==> src/design/tmo_map.vh <==
`ifndef TMO_MAP_VH
`define TMO_MAP_VH
// output control register fields
`define TMO_CTL_OUT_EN      0
`define TMO_CTL_INV_A       1
`define TMO_CTL_RST         2
`define TMO_CTL_SET         3
`define TMO_CTL_INV_B       4
`define TMO_CTL_ONESHOT_EN  5
`define TMO_CTL_ONESHOT_TRG 6
`define TMO_CTL_RESET       8'h00
// prescaler config fields
`define TMO_PRE_CLK_LSB     0
`define TMO_PRE_CLK_MSB     1
`define TMO_PRE_EDGE_A_LSB  4
`define TMO_PRE_EDGE_A_MSB  5
`define TMO_PRE_EDGE_B_LSB  6
`define TMO_PRE_EDGE_B_MSB  7
`define TMO_PRE_RESET       8'h00
// count clock selections
`define TMO_CLK_DIV2        2'h0
`define TMO_CLK_DIV4        2'h1
`define TMO_CLK_DIV8        2'h2
`define TMO_CLK_EDGE_A      2'h3
// divider terminal counts
`define TMO_DIV2_LAST       3'h1
`define TMO_DIV4_LAST       3'h3
`define TMO_DIV8_LAST       3'h7
// edge selection codes; 2'h2 is prohibited
`define TMO_EDGE_FALL       2'h0
`define TMO_EDGE_RISE       2'h1
`define TMO_EDGE_BAD        2'h2
`define TMO_EDGE_BOTH       2'h3
// set/reset field codes
`define TMO_SR_SET          2'h2
`define TMO_SR_RESET        2'h1
`endif

==> src/design/tmo_output_prescaler.v <==
`timescale 1ns/1ps
`default_nettype none
`include "tmo_map.vh"
module tmo_output_prescaler (
   input  wire        sys_clk,
   input  wire        reset_n,
   input  wire        ctrlWrite,
   input  wire [7:0]  ctrlWdata,
   output reg  [7:0]  ctrlRdata_r,
   input  wire        prescWrite,
   input  wire [7:0]  prescWdata,
   output reg  [7:0]  prescRdata_r,
   input  wire        countEnable,
   input  wire [15:0] timerCounterValue,
   input  wire [15:0] compareRegA,
   input  wire [15:0] compareRegB,
   input  wire        extInputA,
   input  wire        extInputB,
   output reg         countTick_r,
   output wire        edgeA_r,
   output wire        edgeB_r,
   output reg         outputFlipflop_r,
   output reg         timerOut_r
);
   reg  [7:0]  ctrl_r;
   reg  [7:0]  presc_r;
   reg  [7:0]  ctrl_nxt;
   reg  [15:0] lastCount_r;
   reg  [2:0]  div_r;
   reg  [2:0]  divLast;
   reg         countTick_nxt;
   reg         outputFlipflop_nxt;
   wire        countMoved;
   wire        matchA;
   wire        matchB;
   wire [1:0]  setReset;
   wire [1:0]  clkSel;

   // the force field is decoded straight from the write data, never from storage;
   // keeping it out of the stored image means a later write of the enable or
   // invert bits cannot replay an old set or clear onto the output flip-flop
   assign setReset = ctrlWdata[`TMO_CTL_SET:`TMO_CTL_RST];
   assign clkSel   = presc_r[`TMO_PRE_CLK_MSB:`TMO_PRE_CLK_LSB];

   // stored control bits; set/reset and one-shot trigger are never stored
   // bit layout of the stored image:
   //   b0 output enable, b1 invert on match a, b4 invert on match b,
   //   b5 one-shot enable (kept for read-back only, no pulse logic behind it)
   // bits 2, 3, 6 and 7 always read zero
   always @* begin
      ctrl_nxt = ctrl_r;
      if (ctrlWrite) begin
         ctrl_nxt = ctrlWdata & 8'h33;
      end
      ctrl_nxt[`TMO_CTL_SET]         = 1'b0;
      ctrl_nxt[`TMO_CTL_RST]         = 1'b0;
      ctrl_nxt[`TMO_CTL_ONESHOT_TRG] = 1'b0;
   end

   always @(posedge sys_clk or negedge reset_n) begin
      if (!reset_n) begin
         ctrl_r <= `TMO_CTL_RESET;
      end else begin
         ctrl_r <= ctrl_nxt;
      end
   end

   // prescaler configuration; software must stop the timer first, no interlock here
   // a write while running takes effect at once, so the divider phase and the
   // edge history may give one short or extra tick; an interlock was left out
   // to keep the write path a single strobe
   // bits 3:2 are dropped and read back as zero
   always @(posedge sys_clk or negedge reset_n) begin
      if (!reset_n) begin
         presc_r <= `TMO_PRE_RESET;
      end else if (prescWrite) begin
         presc_r <= prescWdata & 8'hF3;
      end
   end

   // read-back mirrors, one cycle behind the stored value
   // registering the read data keeps every top-level output on a flip-flop;
   // the cost is that software sees a write two edges after its strobe
   always @(posedge sys_clk or negedge reset_n) begin
      if (!reset_n) begin
         ctrlRdata_r  <= 8'h00;
         prescRdata_r <= 8'h00;
      end else begin
         ctrlRdata_r  <= ctrl_r;
         prescRdata_r <= presc_r;
      end
   end

   // edge detectors on the two external inputs
   // each pin is asynchronous, so each detector carries its own two-stage
   // synchroniser; an edge pulse thus appears three edges after the pin moves
   // and pin changes closer than one cycle apart may be merged
   tmo_edge_detect edgeDetA (
      .sys_clk     (sys_clk),
      .reset_n     (reset_n),
      .pinIn       (extInputA),
      .countEnable (countEnable),
      .edgeSel     (presc_r[`TMO_PRE_EDGE_A_MSB:`TMO_PRE_EDGE_A_LSB]),
      .edgePulse_r (edgeA_r)
   );

   tmo_edge_detect edgeDetB (
      .sys_clk     (sys_clk),
      .reset_n     (reset_n),
      .pinIn       (extInputB),
      .countEnable (countEnable),
      .edgeSel     (presc_r[`TMO_PRE_EDGE_B_MSB:`TMO_PRE_EDGE_B_LSB]),
      .edgePulse_r (edgeB_r)
   );

   // divider terminal count for the selected ratio
   // the divider is a free 3-bit counter; a ratio of 2, 4 or 8 fires when the
   // low bits selected by the terminal mask are all ones, so no compare per
   // ratio is needed and the three ratios share one counter
   always @* begin
      divLast = `TMO_DIV8_LAST;
      case (clkSel)
         `TMO_CLK_DIV2: divLast = `TMO_DIV2_LAST;
         `TMO_CLK_DIV4: divLast = `TMO_DIV4_LAST;
         default:       divLast = `TMO_DIV8_LAST;
      endcase
   end

   // count clock: divided system clock or edge A; divider is cleared to zero while stopped
   // with the edge-a clock selected the same edge must not also clear the
   // counter or trigger a capture; nothing here guards against that
   always @* begin
      if (clkSel == `TMO_CLK_EDGE_A) begin
         countTick_nxt = edgeA_r;
      end else begin
         countTick_nxt = countEnable && ((div_r & divLast) == divLast);
      end
   end

   always @(posedge sys_clk or negedge reset_n) begin
      if (!reset_n) begin
         div_r       <= 3'h0;
         countTick_r <= 1'b0;
      end else begin
         div_r       <= countEnable ? div_r + 3'h1 : 3'h0;
         countTick_r <= countTick_nxt;
      end
   end

   // a match counts once, when the counter arrives at the compare value
   // the counter may stay on one value for several system clocks between
   // count ticks; comparing against the previous value keeps a long stay
   // on the compare value from toggling the flip-flop on every cycle
   always @(posedge sys_clk or negedge reset_n) begin
      if (!reset_n) begin
         lastCount_r <= 16'h0000;
      end else begin
         lastCount_r <= timerCounterValue;
      end
   end

   assign countMoved = (timerCounterValue != lastCount_r) && countEnable;
   assign matchA     = countMoved && (timerCounterValue == compareRegA) && ctrl_r[`TMO_CTL_INV_A];
   assign matchB     = countMoved && (timerCounterValue == compareRegB) && ctrl_r[`TMO_CTL_INV_B];

   // software force wins over a match; the prohibited code 11 changes nothing
   // a match on a and b in the same cycle gives a single toggle, not two
   always @* begin
      outputFlipflop_nxt = outputFlipflop_r;
      if (ctrlWrite && setReset == `TMO_SR_SET) begin
         outputFlipflop_nxt = 1'b1;
      end else if (ctrlWrite && setReset == `TMO_SR_RESET) begin
         outputFlipflop_nxt = 1'b0;
      end else if (matchA || matchB) begin
         outputFlipflop_nxt = ~outputFlipflop_r;
      end
   end

   // pin is the flip-flop gated by the enable; the enable used is the one being written
   // with the enable low the pin sits at zero whatever the flip-flop holds,
   // and the flip-flop keeps toggling so the pin resumes in phase
   // a shared pin used as an edge input must not also be used as this output
   always @(posedge sys_clk or negedge reset_n) begin
      if (!reset_n) begin
         outputFlipflop_r <= 1'b0;
         timerOut_r       <= 1'b0;
      end else begin
         outputFlipflop_r <= outputFlipflop_nxt;
         timerOut_r       <= outputFlipflop_nxt & ctrl_nxt[`TMO_CTL_OUT_EN];
      end
   end
endmodule
`default_nettype wire

==> src/design/tmo_edge_detect.v <==
`timescale 1ns/1ps
`default_nettype none
`include "tmo_map.vh"
module tmo_edge_detect (
   input  wire       sys_clk,
   input  wire       reset_n,
   input  wire       pinIn,
   input  wire       countEnable,
   input  wire [1:0] edgeSel,
   output reg        edgePulse_r
);
   reg  syncFirst_r;
   reg  syncLevel_r;
   reg  prevLevel_r;
   reg  armed_r;
   wire rise;
   wire fall;
   reg  edgePulse_nxt;

   // two-stage synchroniser, the first stage feeds only the second
   always @(posedge sys_clk or negedge reset_n) begin
      if (!reset_n) begin
         syncFirst_r <= 1'b0;
         syncLevel_r <= 1'b0;
      end else begin
         syncFirst_r <= pinIn;
         syncLevel_r <= syncFirst_r;
      end
   end

   // history starts low after reset so a high pin looks like a rise on first enable;
   // once armed it keeps tracking while stopped, so a restart sees no false rise
   always @(posedge sys_clk or negedge reset_n) begin
      if (!reset_n) begin
         prevLevel_r <= 1'b0;
         armed_r     <= 1'b0;
      end else if (countEnable || armed_r) begin
         prevLevel_r <= syncLevel_r;
         armed_r     <= 1'b1;
      end
   end

   assign rise = syncLevel_r & ~prevLevel_r;
   assign fall = ~syncLevel_r & prevLevel_r;

   // valid edge selection; the prohibited code yields no edge
   always @* begin
      edgePulse_nxt = 1'b0;
      case (edgeSel)
         `TMO_EDGE_FALL: edgePulse_nxt = fall;
         `TMO_EDGE_RISE: edgePulse_nxt = rise;
         `TMO_EDGE_BOTH: edgePulse_nxt = rise | fall;
         default:        edgePulse_nxt = 1'b0;
      endcase
      edgePulse_nxt = edgePulse_nxt & countEnable;
   end

   always @(posedge sys_clk or negedge reset_n) begin
      if (!reset_n) begin
         edgePulse_r <= 1'b0;
      end else begin
         edgePulse_r <= edgePulse_nxt;
      end
   end
endmodule
`default_nettype wire

==> config.mk <==
export PLATFORM = sky130hd
export DESIGN_NAME = tmo_output_prescaler
export DESIGN_NICKNAME = d
export VERILOG_FILES = /design/src/design/tmo_output_prescaler.v /design/src/design/tmo_edge_detect.v
export VERILOG_INCLUDE_DIRS = /design/src /design/src/design
export SDC_FILE = /design/constraint.sdc
export NUM_CORES = 1
export LEC_CHECK = 0
export ABC_AREA = 1
export BUFFER_PORTS_ARGS = -buffer_cell sky130_fd_sc_hd__buf_2
export CAP_MARGIN = 25
export CELL_PAD_IN_SITES_DETAIL_PLACEMENT = 1
export CELL_PAD_IN_SITES_GLOBAL_PLACEMENT = 2
export CORE_MARGIN = 5
export CORE_UTILIZATION = 27
export CTS_BUF_LIST = sky130_fd_sc_hd__clkbuf_16
export CTS_CLUSTER_DIAMETER = 120
export DETAILED_ROUTE_END_ITERATION = 8
export PLACE_DENSITY = 0.76
export SLEW_MARGIN = 20
export SYNTH_ARGS = -nofsm -noshare
export SYNTH_HDL_FRONTEND = slang
export SYNTH_SLANG_ARGS = --single-unit
==> constraint.sdc <==
create_clock -name sys_clk -period 1.35 [get_ports sys_clk]
set_input_delay 0.0675 -clock sys_clk [delete_from_list [all_inputs] [get_ports sys_clk]]
set_output_delay 0.0675 -clock sys_clk [all_outputs]
set_load 0.05 [all_outputs]
; ---- After elaboration in Yosys (flattened, before gate mapping)
; Index checks and enable logic that the tools add are counted.
[op_classes]
n_eq_ne = 12
n_reduce_logical = 14
add_sub_neg = 1
bitwise_logic = 15
n_mux = 9
[op_table]
columns = operator, count
row1 = == test 16 bit, 2
row2 = != test 16 bit, 1
row3 = "== test 2 x 1 -> 1 bit, second input constant", 4
row4 = "== test 2 bit, second input constant", 4
row5 = logical AND 1 bit, 8
row6 = bitwise AND 1 bit, 7
row7 = zero test 2 bit, 3
row8 = one-hot mux 1 bit (3 select lines), 2
row9 = one-hot mux 3 bit (2 select lines), 1
row10 = 2-to-1 mux 1 bit, 5
row11 = inverter 1 bit, 5
row12 = "adder 3 x 1 -> 3 bit, second input constant", 1
row13 = bitwise AND 3 bit, 1
row14 = == test 3 bit, 1
row15 = logical OR 1 bit, 3
row16 = 2-to-1 mux 3 bit, 1
row17 = bitwise OR 1 bit, 2
[totals]
regBits = 52
out_inout_bits = 21
input_bits = 71
wordCells = 71

; ---- Depth between registers and ports, before layout
; Gate-level depths: netlist of the first run.
[logic_depth]
word_depth = 9
mapped_depth = 13

; ---- Cells and area by module
; Synthesis of the first run repeated with hierarchy kept, for this count alone.
[hier_totals]
cells_unflattened = 353
area_unflattened_um2 = 2657.5
[by_module_without_submodules]
columns = mod, instances, cells_per_inst, area_per_inst_um2
row1 = tmo_output_prescaler, 1, 303, 2219.6
row2 = tmo_edge_detect, 2, 25, 219.0

; ---- Worst setup path after synthesis of the first run
; Ideal clock, no wire load.
[synth_timing]
path_type = reg-to-reg
startpoint = reg lastCount_r[12]
endpoint = reg timerOut_r
path_slack_ns = 0.186
synth_period_minus_slack_ns = 1.164
t_arrival_ns = 1.091
stages_incl_launch_ff = 10
path_cell_list = dfrtp_1 xnor2_1 nand2_1 nor2_1 nand2_1 nor2_1 nor2_1 nand3_1 nand3_2 a21oi_2
[synth_between]
elab_chain_cells = 9
[synth_rtl]
columns = item, line_no
row1 = from (decl), tmo_output_prescaler.v:28  ; reg [15:0] lastCount_r;
row2 = from (signal assigned), tmo_output_prescaler.v:158  ; lastCount_r <= timerCounterValue;
row3 = != test 16 bit (*), tmo_output_prescaler.v:162  ; assign countMoved = (timerCounterValue != lastCount_r) && countEnable;
row4 = logical AND 1 bit (*), tmo_output_prescaler.v:162
row5 = logical AND 1 bit (on tied branches) (2 in series), "tmo_output_prescaler.v:163, tmo_output_prescaler.v:164"
row6 = logical OR 1 bit (*), tmo_output_prescaler.v:174  ; end else if (matchA || matchB) begin
row7 = 2-to-1 mux 1 bit (*), tmo_output_prescaler.v:174
row8 = 2-to-1 mux 1 bit (*), tmo_output_prescaler.v:172  ; end else if (ctrlWrite && setReset == `TMO_SR_RESET) begin
row9 = 2-to-1 mux 1 bit (*), tmo_output_prescaler.v:170  ; if (ctrlWrite && setReset == `TMO_SR_SET) begin
row10 = bitwise AND 1 bit (*), tmo_output_prescaler.v:189  ; timerOut_r <= outputFlipflop_nxt & ctrl_nxt[`TMO_CTL_OUT_EN];
row11 = to (signal assigned), tmo_output_prescaler.v:189
row12 = to (decl), tmo_output_prescaler.v:23  ; output reg timerOut_r
; Every way passes the cells marked *; elsewhere a longest branch is shown, timed or not.
; A chain may end at the register's enable or synchronous reset.

; ---- Final worst setup path of the first run
[layout_timing]
startpoint = reg lastCount_r[12]
endpoint = reg outputFlipflop_r
[layout_between]
elab_chain_cells = 8
[layout_rtl]
columns = item, line_no
row1 = != test 16 bit (*), tmo_output_prescaler.v:162
row2 = logical AND 1 bit (*), tmo_output_prescaler.v:162
row3 = logical AND 1 bit (on tied branches) (2 in series), "tmo_output_prescaler.v:163, tmo_output_prescaler.v:164"
row4 = logical OR 1 bit (*), tmo_output_prescaler.v:174
row5 = 2-to-1 mux 1 bit (*), tmo_output_prescaler.v:174
row6 = 2-to-1 mux 1 bit (*), tmo_output_prescaler.v:172
row7 = 2-to-1 mux 1 bit (*), tmo_output_prescaler.v:170
row8 = named net outputFlipflop_nxt, tmo_output_prescaler.v:32  ; reg outputFlipflop_nxt;
row9 = to (signal assigned), tmo_output_prescaler.v:188  ; outputFlipflop_r <= outputFlipflop_nxt;
row10 = to (decl), tmo_output_prescaler.v:22  ; output reg outputFlipflop_r,
; The timed path passes the listed nets; every way through them passes the cells marked *.

==> results of run 1 <==
==> registers in the layout, summed over array words and instances, names as in the netlist, 3 cells and up <==
signal,flops
div_r,3
prescRdata_r,6
presc_r,6
lastCount_r,16
ctrl_r,4
ctrlRdata_r,4
==> synthesized netlist by cell type <==
master and n:
a21oi_1 5, a21oi_2 1, buf_4 6, clkbuf_1 2, clkinv_1 1, conb_1 1, dfrtp_1 52, ha_1 5
inv_1 56, inv_2 14, mux2_2 2, nand2_1 123, nand3_1 8, nand3_2 2, nand4_1 1, nor2_1 31
nor2_2 1, o2111ai_1 1, o21ai_0 12, o21ai_1 3, o21bai_1 1, or2_0 2, xnor2_1 14
==> where the power goes <==
part / switching, mW / internal (mW) / leakage (nW)
sequential: 0.0531 / 1.67 / 0.616
clock: 0.568 / 0.684 / 0.0712
combinational: 0.520 / 0.293 / 1.31
total: 1.14 / 2.65 / 2.00
==> layout make-up <==
type	count	area [sq um]	area share, %
Clock buffer	5	125.1	3.479
Inverter	71	266.5	7.411
Tap cell	133	166.4	4.628
Timing Repair Buffer	107	685.7	19.07
Multi-Input combinational cell	218	1031	28.67
Sequential cell	52	1301	36.19
Clock inverter	3	20.02	0.5567
==> kinds of logic after synthesis <==
group	Yosys count	share of synthesized area, %
AO/OA/AOI/OAI	23	4.776
multiplexers	2	0.8595
adder cells (fa/ha/maj)	5	2.388
flip-flops	52	49.67
buffers and inverters	79	12.18
other	1	0.1431
AND/OR/NAND/NOR	168	25.31
XOR/XNOR	14	4.680
==> worst min-delay path: cells and delay by family <==
family,cells,cell delay (ps)
AO/OA/AOI/OAI,1,70
buffers and inverters,1,70
AND/OR/NAND/NOR,1,30
==> per-stage QoR <==
stage | power (mW) | cells
after floorplan | 2.224 | 349
after global placement | 2.506 | 557
after detailed placement | 2.524 | 557
after CTS | 3.861 | 589
after global routing | 4.009 | 589
final | 3.788 | 589
==> cells in the final DEF, fill, tap and decap left out, types with 3 or more instances in the layout <==
cell and instances:
dfrtp_1 52, xnor2_1 14, dlygate4sd3_1 24, nand2_1 123
ha_1 5, nor2_1 26, o21ai_0 12, clkbuf_16 5
o21ai_1 3, conb_1 6, nor2_2 6, inv_2 14
a21oi_1 5, inv_1 57, buf_2 81, nand3_1 8
==> what timing repair did <==
item                                    CTS  global route
hold endpoints to repair                 41             0
gates resized for setup                   2             3
pin swaps                                 9             5
hold buffers                             24             0
endpoints found under the setup margin    2             2
cloned                                    0             0
==> metal layers <==
| layer | global-route usage, % | share of wire (%) |
|---|---|---|
| met1 | 15.05 | 43 |
| met4 | 3.246 | 1.2 |
| met3 | 2.448 | 4.6 |
| met5 | 0 | 0 |
| met2 | 22.33 | 51 |
==> path summary, 6_finish.rpt <==
| check | cells past startpoint | end | slack (ps) |
|---|---|---|---|
| setup reg to reg | 10 | outputFlipflop_r | 40 |
| setup / recovery | 10 | outputFlipflop_r | 40 |
| hold reg to reg | 0 | edgeDetB.syncLevel_r | 350 |
| min in group asynchronous | 2 | prescRdata_r[4] | 300 |
| hold / removal | 3 | presc_r[7] | -3 |
| max in group asynchronous | 3 | ctrl_r[4] | 570 |
==> results.cfg, run 1 <==
[power_and_ir_drop]
p_leak_nw = 1.995
ir_drop_mv = 0.5947
power-per-cell-area_nw_per_um2 = 1053

[cts]
cts_made_buffers = 5
cts_tree = built
cts_root_buffer = clkbuf_16
clk_pin_slew_ps = 70
post-cts-setup-buffers = 0
clk_latency_ps = 290
cts.htree.levels = 2
clockBufferDepth = 2
cts.sinks = 52

[sta]
finalMaxSlewViolations = 0
tightest_slew_ps = 534.9
fin_ws_ps = 44.15
period_share_pct = 96.73
relSlewSlack_pct = 64.34
rsz0062_at_grt = true
hold_ws_ps = -2.955
fin_crit_ps = 1306
hold_viol = 1
setup_tns_ps = 0
fmaxAchievable_mhz = 765.8
skew_ps = 5.549
finalSetupViolations = 0

[setup_path]
required_ps = 1520
cp-startpoint = lastCount_r[12]
arrival_ps = 1480
slowest_delay_ps = 370
worstPathCellList = xnor2_1 > nand2_1 > nor2_2 > nand2_1 > nor2_2 > nor2_2 > nand2_1 > nand2_1 > nand3_2 > nand2_1
timing.rr.start = lastCount_r[12]
path_class = reg2reg
crit_top_cell = nand2_1
critPathBufInv = 0
crit_fanout = 2
cp_slowest_cell = dfrtp_1
path_delay_family = simple AND/OR/NAND/NOR gates
start_kind = flop
crit_path_end_kind = flop

[synthesis]
yosys.area.top_type = dfrtp_1
synth_seq_area_share_pct = 49.67
syn_inst = 344
ys_ff_latch = 52
synth_cell_types = 23
synth_top_area_share_pct = 49.67
synth_area_leaders = dfrtp_1, nand2_1, inv_1, xnor2_1, nor2_1
netlist_area_sq_um = 2620
postSynthAreaPerCell_sq_um = 7.616
ys_warn_count = 0

[layout]
syn_to_final_growth_pct = 37.25
insertedDiodeCount = 0
drive_gt1_share_pct = 25.22
fin_nets = 531
fillCellCount = 1231
fin_util_pct = 37.31
stdcell_area_sq_um = 3596

[drt]
drt-total-wl_microns = 6881
route.detailed.drc = 0
drt_iter0_drc = 62
antenna_left = 0
first_pass_iters = 4
via_count = 2330
wl_per_cell_microns = 11.68
via_per_inst = 3.956

[place]
dp_slack_ps = -11.03
hpwl_microns = 5556
place_congestion = 0.7432
placed_cell_area_sq_um = 3198
port_buffers = 81

[status]
status = finished with violations
failed_checks = negative hold slack

[floorplanning]
core-area_sq_um = 9639
rows = 36
die-area_sq_um = 11770
start_util_pct = 27.18
die_h_microns = 108.5
top_level_ports = 92
fp.dieW_microns = 108.5

[global_routing]
grt-ovfl-total = 0
grt_usage_pct = 12.40
grt_start_max_net_pins = 21
grt_pass1_vias = 2500
antenna_found_initial = 0
grt_pass1_wl_microns = 11510

[run]
max_cap_viol_count = 0

[min_path]
hp-start = prescWdata[7]
hold_class = in2reg
Note: power is estimated with default switching activity, not from simulation.
==> inputs of run 2 (changes only) <==
--- a/config.mk
+++ b/config.mk
@@ -6,13 +6,13 @@
 export SDC_FILE = /design/constraint.sdc
 export NUM_CORES = 1
 export LEC_CHECK = 0
-export ABC_AREA = 1
+export ABC_AREA = 0
 export BUFFER_PORTS_ARGS = -buffer_cell sky130_fd_sc_hd__buf_2
 export CAP_MARGIN = 25
 export CELL_PAD_IN_SITES_DETAIL_PLACEMENT = 1
 export CELL_PAD_IN_SITES_GLOBAL_PLACEMENT = 2
 export CORE_MARGIN = 5
-export CORE_UTILIZATION = 27
+export CORE_UTILIZATION = 30
 export CTS_BUF_LIST = sky130_fd_sc_hd__clkbuf_16
 export CTS_CLUSTER_DIAMETER = 120
 export DETAILED_ROUTE_END_ITERATION = 8
==> run 2 against run 1 <==
Effect of this change: the flow finishes with violations (negative setup slack); sequential power hardly changed; combinational power decreased by 12%; worst setup slack got worse by 310 ps; flip-flop and latch count unchanged; via count shrank 28%; first-iteration DRC count fell by 61%; critical path depth shrank 4; fmax down 19%; register-to-register slack worse by 310 ps; clock power is essentially flat; critical path type unchanged; critical endpoint is now timerOut_r; largest cell class unchanged; highest routed layer unchanged.
==> results.cfg, run 2 <==
[place]
placed_cell_area_sq_um = 2917
dpl.cell_count = 374
place_congestion = 0.7195
dp_slack_ps = -271.5
hpwl_microns = 4464
port_buffers = 81

[synthesis]
synth_cell_types = 29
yosys.area.top_type = dfrtp_1
synth_edf_count = 0
synth_seq_area_share_pct = 56.96
async_reset_ff_share_pct = 100.0
synthAdderAreaFrac_pct = 2.738
netlist_area_sq_um = 2285
synth.most_common_cell = dfrtp_1
synth_commonest_cells = dfrtp_1, xor2_1, xnor2_1
synth_top_flop_cell = dfrtp_1
ys_ff_latch = 52
postSynthAreaPerCell_sq_um = 12.69
synth_compound_area_share_pct = 3.888
synth_top_area_share_pct = 56.96
synthXorXnorAreaFrac_pct = 18.78
ys_warn_count = 0
yosys.area_share.simple_pct = 8.434
syn_inst = 180
synth_top_family_by_area = XOR/XNOR gates
synth.mux.area_fraction_pct = 5.750
synth_area_leaders = dfrtp_1, xor2_1, xnor2_1, mux2_2, ha_1

[cts]
cts_made_buffers = 5
cts.sinks = 52
cts_tree = built
clk_pin_slew_ps = 70
clk_latency_ps = 290
cts.htree.levels = 2
cts_root_buffer = clkbuf_16
clockBufferDepth = 2

[drt]
drt-total-wl_microns = 5673
antenna_left = 0
route.detailed.drc = 0
via_per_inst = 4.271
first_pass_iters = 3
wl_per_cell_microns = 14.51
via_count = 1670
drt_iter0_drc = 24

[global_routing]
grt_pass1_vias = 1936
grt_pass1_wl_microns = 9570
antenna_found_initial = 0
grt_start_max_net_pins = 53
grt-ovfl-total = 0
grt_usage_pct = 12.79

[layout]
max_flop_register = lastCount_r
final_cells = 391
fin_nets = 367
insertedDiodeCount = 0
drive_gt1_share_pct = 40.75
stdcell_area_sq_um = 3159
final_common_cell = buf_2
largestRegisters = lastCount_r: 16 flops, prescRdata_r: 6 flops, presc_r: 6 flops
fillCellCount = 809
final_cell_mix = buf_2, dfrtp_1, xor2_1
syn_to_final_growth_pct = 38.28
largest_reg_flops = 16

[sta]
hold_viol = 0
period_share_pct = 120.1
skew_ps = 2.905
setup_tns_ps = -521.1
fmaxAchievable_mhz = 617.0
finalSetupViolations = 2
finalMaxSlewViolations = 0
fin_ws_ps = -270.7
rsz0062_at_grt = true
fin_crit_ps = 1621

[setup_path]
path_delay_family = compound AO/OA/AOI/OAI gates
cp_slowest_cell = o41ai_4
arrival_ps = 1790
crit_path_end_kind = flop
start_kind = flop
slowest_delay_ps = 460
timing.rr.start = lastCount_r[5]
worstPathCellList = xnor2_1 > nand4_1 > o41ai_4 > nor3b_2 > mux2i_1 > a21boi_1
cp-startpoint = lastCount_r[5]
critPathBufInv = 0
path_class = reg2reg
required_ps = 1520
crit_fanout = 2

[power_and_ir_drop]
ir_drop_mv = 0.4667
power-per-cell-area_nw_per_um2 = 1161
p_leak_nw = 1.523
power_mw = 3.667

[floorplanning]
core-area_sq_um = 7331
start_util_pct = 31.17
die-area_sq_um = 9460
rows = 31
fp.dieW_microns = 97.27
top_level_ports = 92
die_h_microns = 97.27

[status]
failed_checks = negative setup slack
status = finished with violations

[run]
max_cap_viol_count = 0

[min_path]
hold_class = in2reg
hp-start = ctrlWdata[5]
[run 2: changes by cell type after synthesis, moves of 4 or more]
cell and change:
nand2_1 -116, inv_1 -49, xor2_1 +31, nor2_1 -30
inv_2 -14, o21ai_0 -8, mux2_2 +7, nor4_1 +6
and2_1 +4, xnor2_1 +4
[run 2: what timing repair did]
action,in CTS,in global routing
setup buffers,1,0
hold buffers,8,0
resized for setup,1,1
pin swaps,1,0
endpoints found under the hold margin,59,0
setup endpoints to repair,2,2
[run 2: area by class of cell]
class | instances | area (sq um) | area share (%)
Clock buffer | 5 | 125.1 | 3.960
Clock inverter | 3 | 13.76 | 0.4356
Inverter | 7 | 26.28 | 0.8317
Multi-Input combinational cell | 119 | 943.4 | 29.86
Sequential cell | 52 | 1301 | 41.19
Tap cell | 99 | 123.9 | 3.921
Timing Repair Buffer | 106 | 625.6 | 19.80
[run 2: routing by layer]
layer	up-vias	routed length (microns)	track usage, %
li1	807	-	-
met1	811	2482	15.58
met2	46	2722	21.18
met3	6	387	4.738
met4	0	81	3.834
met5	-	0	0
[run 2: worst paths after layout]
check	to	slack, ps	cells past startpoint
min in group asynchronous	presc_r[6]	290	3
max in group asynchronous	lastCount_r[0]	810	3
worst min register to register	edgeDetA.syncLevel_r	350	0
worst min-delay path	ctrl_r[5]	5	2
worst max-delay path	timerOut_r	-270	6
worst max register to register	timerOut_r	-270	6
[run 2: per-stage QoR]
| step | hold WS (ps) | utilization [%] |
|---|---|---|
| 2_1_floorplan | -228.1 | - |
| 3_3_place_gp | 78.42 | 39.78 |
| 3_5_place_dp | 83.43 | 39.78 |
| 4_1_cts | 2.870 | 43.03 |
| 5_1_grt | 5.194 | 43.10 |
| 6_report | 5.114 | 43.10 |
[run 2: kinds of logic (layout without fill, tap and decap cells)]
family | Yosys count | count (layout)
muxes | 12 | 12
and+or+nand+nor | 35 | 35
buffers and inverters | 14 | 121
DFF | 52 | 52
xor gates and xnor gates | 49 | 49
other | 1 | 6
adders and majority gates | 5 | 5
AOI/OAI and AO/OA | 12 | 12
[run 2: power breakdown]
group          switching [mW]  internal [mW]
combinational           0.430          0.288
clock                   0.543          0.674
sequential             0.0610           1.67
total                    1.03           2.63
==> inputs of run 3 (changes only) <==
--- a/config.mk
+++ b/config.mk
@@ -16,7 +16,7 @@
 export CTS_BUF_LIST = sky130_fd_sc_hd__clkbuf_16
 export CTS_CLUSTER_DIAMETER = 120
 export DETAILED_ROUTE_END_ITERATION = 8
-export PLACE_DENSITY = 0.76
+export PLACE_DENSITY_LB_ADDON = 0.1
 export SLEW_MARGIN = 20
 export SYNTH_ARGS = -nofsm -noshare
 export SYNTH_HDL_FRONTEND = slang
==> run 3 against run 2 <==
Effect of this change: the run still ends with negative setup slack left; flip-flop and latch count is the same; sequential share of layout area shrank 0.59 points; cell area grew 1.5%; die area is the same; register-to-register slack lost 50 ps; count of clock-buffer cells in the layout is the same; largest cell class unchanged.
==> results.cfg, run 3 (synthesis results as in run 2) <==
[status]
status = finished with violations
failed_checks = negative setup slack

[floorplanning]
fp.dieW_microns = 97.27
start_util_pct = 31.17
top_level_ports = 92
rows = 31
die-area_sq_um = 9460
core-area_sq_um = 7331
die_h_microns = 97.27

[setup_path]
path_class = reg2reg
required_ps = 1520
start_kind = flop
crit_path_end_kind = flop
arrival_ps = 1830
crit_fanout = 2
worstPathCellList = xnor2_2 > nand4_1 > o41ai_4 > nor3b_2 > mux2i_1 > a21boi_1
cp_slowest_cell = o41ai_4
slowest_delay_ps = 490

[drt]
antenna_left = 0
route.detailed.drc = 0
drt-total-wl_microns = 5650
wl_per_cell_microns = 14.52
via_per_inst = 4.252
drt_iter0_drc = 18
via_count = 1654
first_pass_iters = 2

[sta]
setup_tns_ps = -611.6
fin_crit_ps = 1666
skew_ps = 3.362
fin_ws_ps = -315.8
period_share_pct = 123.4
finalMaxSlewViolations = 0
fmaxAchievable_mhz = 600.3
finalSetupViolations = 2
hold_viol = 0
hold_ws_ps = 7.587
rsz0062_at_grt = true

[layout]
max_flop_register = lastCount_r
largest_reg_flops = 16
fin_nets = 365
fin_util_pct = 43.73
final_cell_mix = buf_2, dfrtp_1, xor2_1
largestRegisters = lastCount_r: 16 flops, prescRdata_r: 6 flops, presc_r: 6 flops
drive_gt1_share_pct = 40.34
final_common_cell = buf_2
syn_to_final_growth_pct = 40.31
insertedDiodeCount = 0
fillCellCount = 825

[power_and_ir_drop]
clkPwrFrac_pct = 37.0
pwr-share-seq_pct = 44.5
ir_drop_mv = 0.4655
p_comb_share_pct = 18.6
power-per-cell-area_nw_per_um2 = 1214
p_int_mw = 2.837
p_leak_nw = 1.542
switching_share_pct = 27.08
power_mw = 3.891
power.switching_mw = 1.054

[cts]
cts.sinks = 52
cts_tree = built
clk_latency_ps = 290
clk_pin_slew_ps = 70
cts_made_buffers = 5
cts.htree.levels = 2
cts_root_buffer = clkbuf_16
clockBufferDepth = 2

[global_routing]
grt_pass1_vias = 1858
grt_start_max_net_pins = 53
grt_usage_pct = 12.30
grt_pass1_wl_microns = 9321
grt-ovfl-total = 0
antenna_found_initial = 0

[place]
place_congestion = 0.7119
port_buffers = 81
hpwl_microns = 4309

[run]
max_cap_viol_count = 0

[min_path]
hold_class = in2reg
==> run 3: changes by cell type in the layout (fill, tap and decap cells not counted) <==
| cell | previous run | this run |
|---|---|---|
| clkinv_1 | 1 | 0 |
| buf_4 | 16 | 11 |
| clkinv_2 | 2 | 0 |
| buf_12 | 1 | 2 |
| inv_1 | 7 | 8 |
| xnor2_2 | 0 | 2 |
| inv_6 | 0 | 1 |
| bufinv_16 | 0 | 1 |
| xnor2_1 | 18 | 16 |
| dlygate4sd3_1 | 8 | 10 |
==> run 3: final timing paths <==
| kind | to | cells after the start | startpoint | slack (ps) |
|---|---|---|---|---|
| max | timerOut_r | 6 | lastCount_r[14] | -320 |
| max reg2reg | timerOut_r | 6 | lastCount_r[14] | -320 |
| min in group asynchronous | edgeDetB.syncLevel_r | 3 | reset_n | 300 |
| min reg2reg | edgeDetB.syncLevel_r | 0 | edgeDetB.syncFirst_r | 350 |
| min | ctrl_r[5] | 2 | ctrlWdata[5] | 8 |
| max in group asynchronous | lastCount_r[9] | 3 | reset_n | 820 |
==> run 3: area by class of cell <==
cell class	count	area, sq um	area share (%)
clock buffer	5	125.1	3.903
clock inverter	3	42.54	1.327
inverter	7	26.28	0.8197
multi-input combinational	119	958.4	29.90
sequential	52	1301	40.59
tap	99	123.9	3.864
timing repair buffer	104	628.1	19.59
==> run 3: per-stage QoR <==
stage                     cell area, sq um  instances  setup slack (ps)
after floorplan                       2303        185            -60.95
after global placement                2899        370            -233.0
after detailed placement              2899        370            -242.5
after CTS                             3186        389            -323.8
after global routing                  3206        389            -440.3
final                                 3206        389            -315.8
==> run 3: routing by layer <==
layer  up-vias  share of wire, %  wire length, microns  GRT usage, %
met5         -                 0                     0             0
met4         0              0.50                    28         3.514
met3         4               7.1                   402         4.092
met2        50                47                  2656         18.90
met1       793                45                  2562         16.56
li1        807                 -                     -             -
==> run 3: power groups by stage <==
stage	registers (mW)	logic, mW	clock network, mW
3_3_place_gp	1.76	0.691	0
3_5_place_dp	1.76	0.698	0
6_report	1.73	0.723	1.44
5_1_grt	1.74	0.787	1.57
2_1_floorplan	1.90	0.255	0
4_1_cts	1.73	0.732	1.49
==> run 3: timing repair <==
action	4_1_cts	5_1_grt
buffers inserted	1	0
pin swaps	1	8
hold buffers	10	0
endpoints found under the setup margin	2	2
hold endpoints to repair	61	0
gates resized for setup	1	3
==> run 3: critical path, delay by kind of cell (launching register included) <==
kind	cells	cell delay, ps
and+or+nand+nor	2	260
AOI/OAI and AO/OA	2	580
xor gates and xnor gates	1	140
DFF	1	390
muxes	1	180
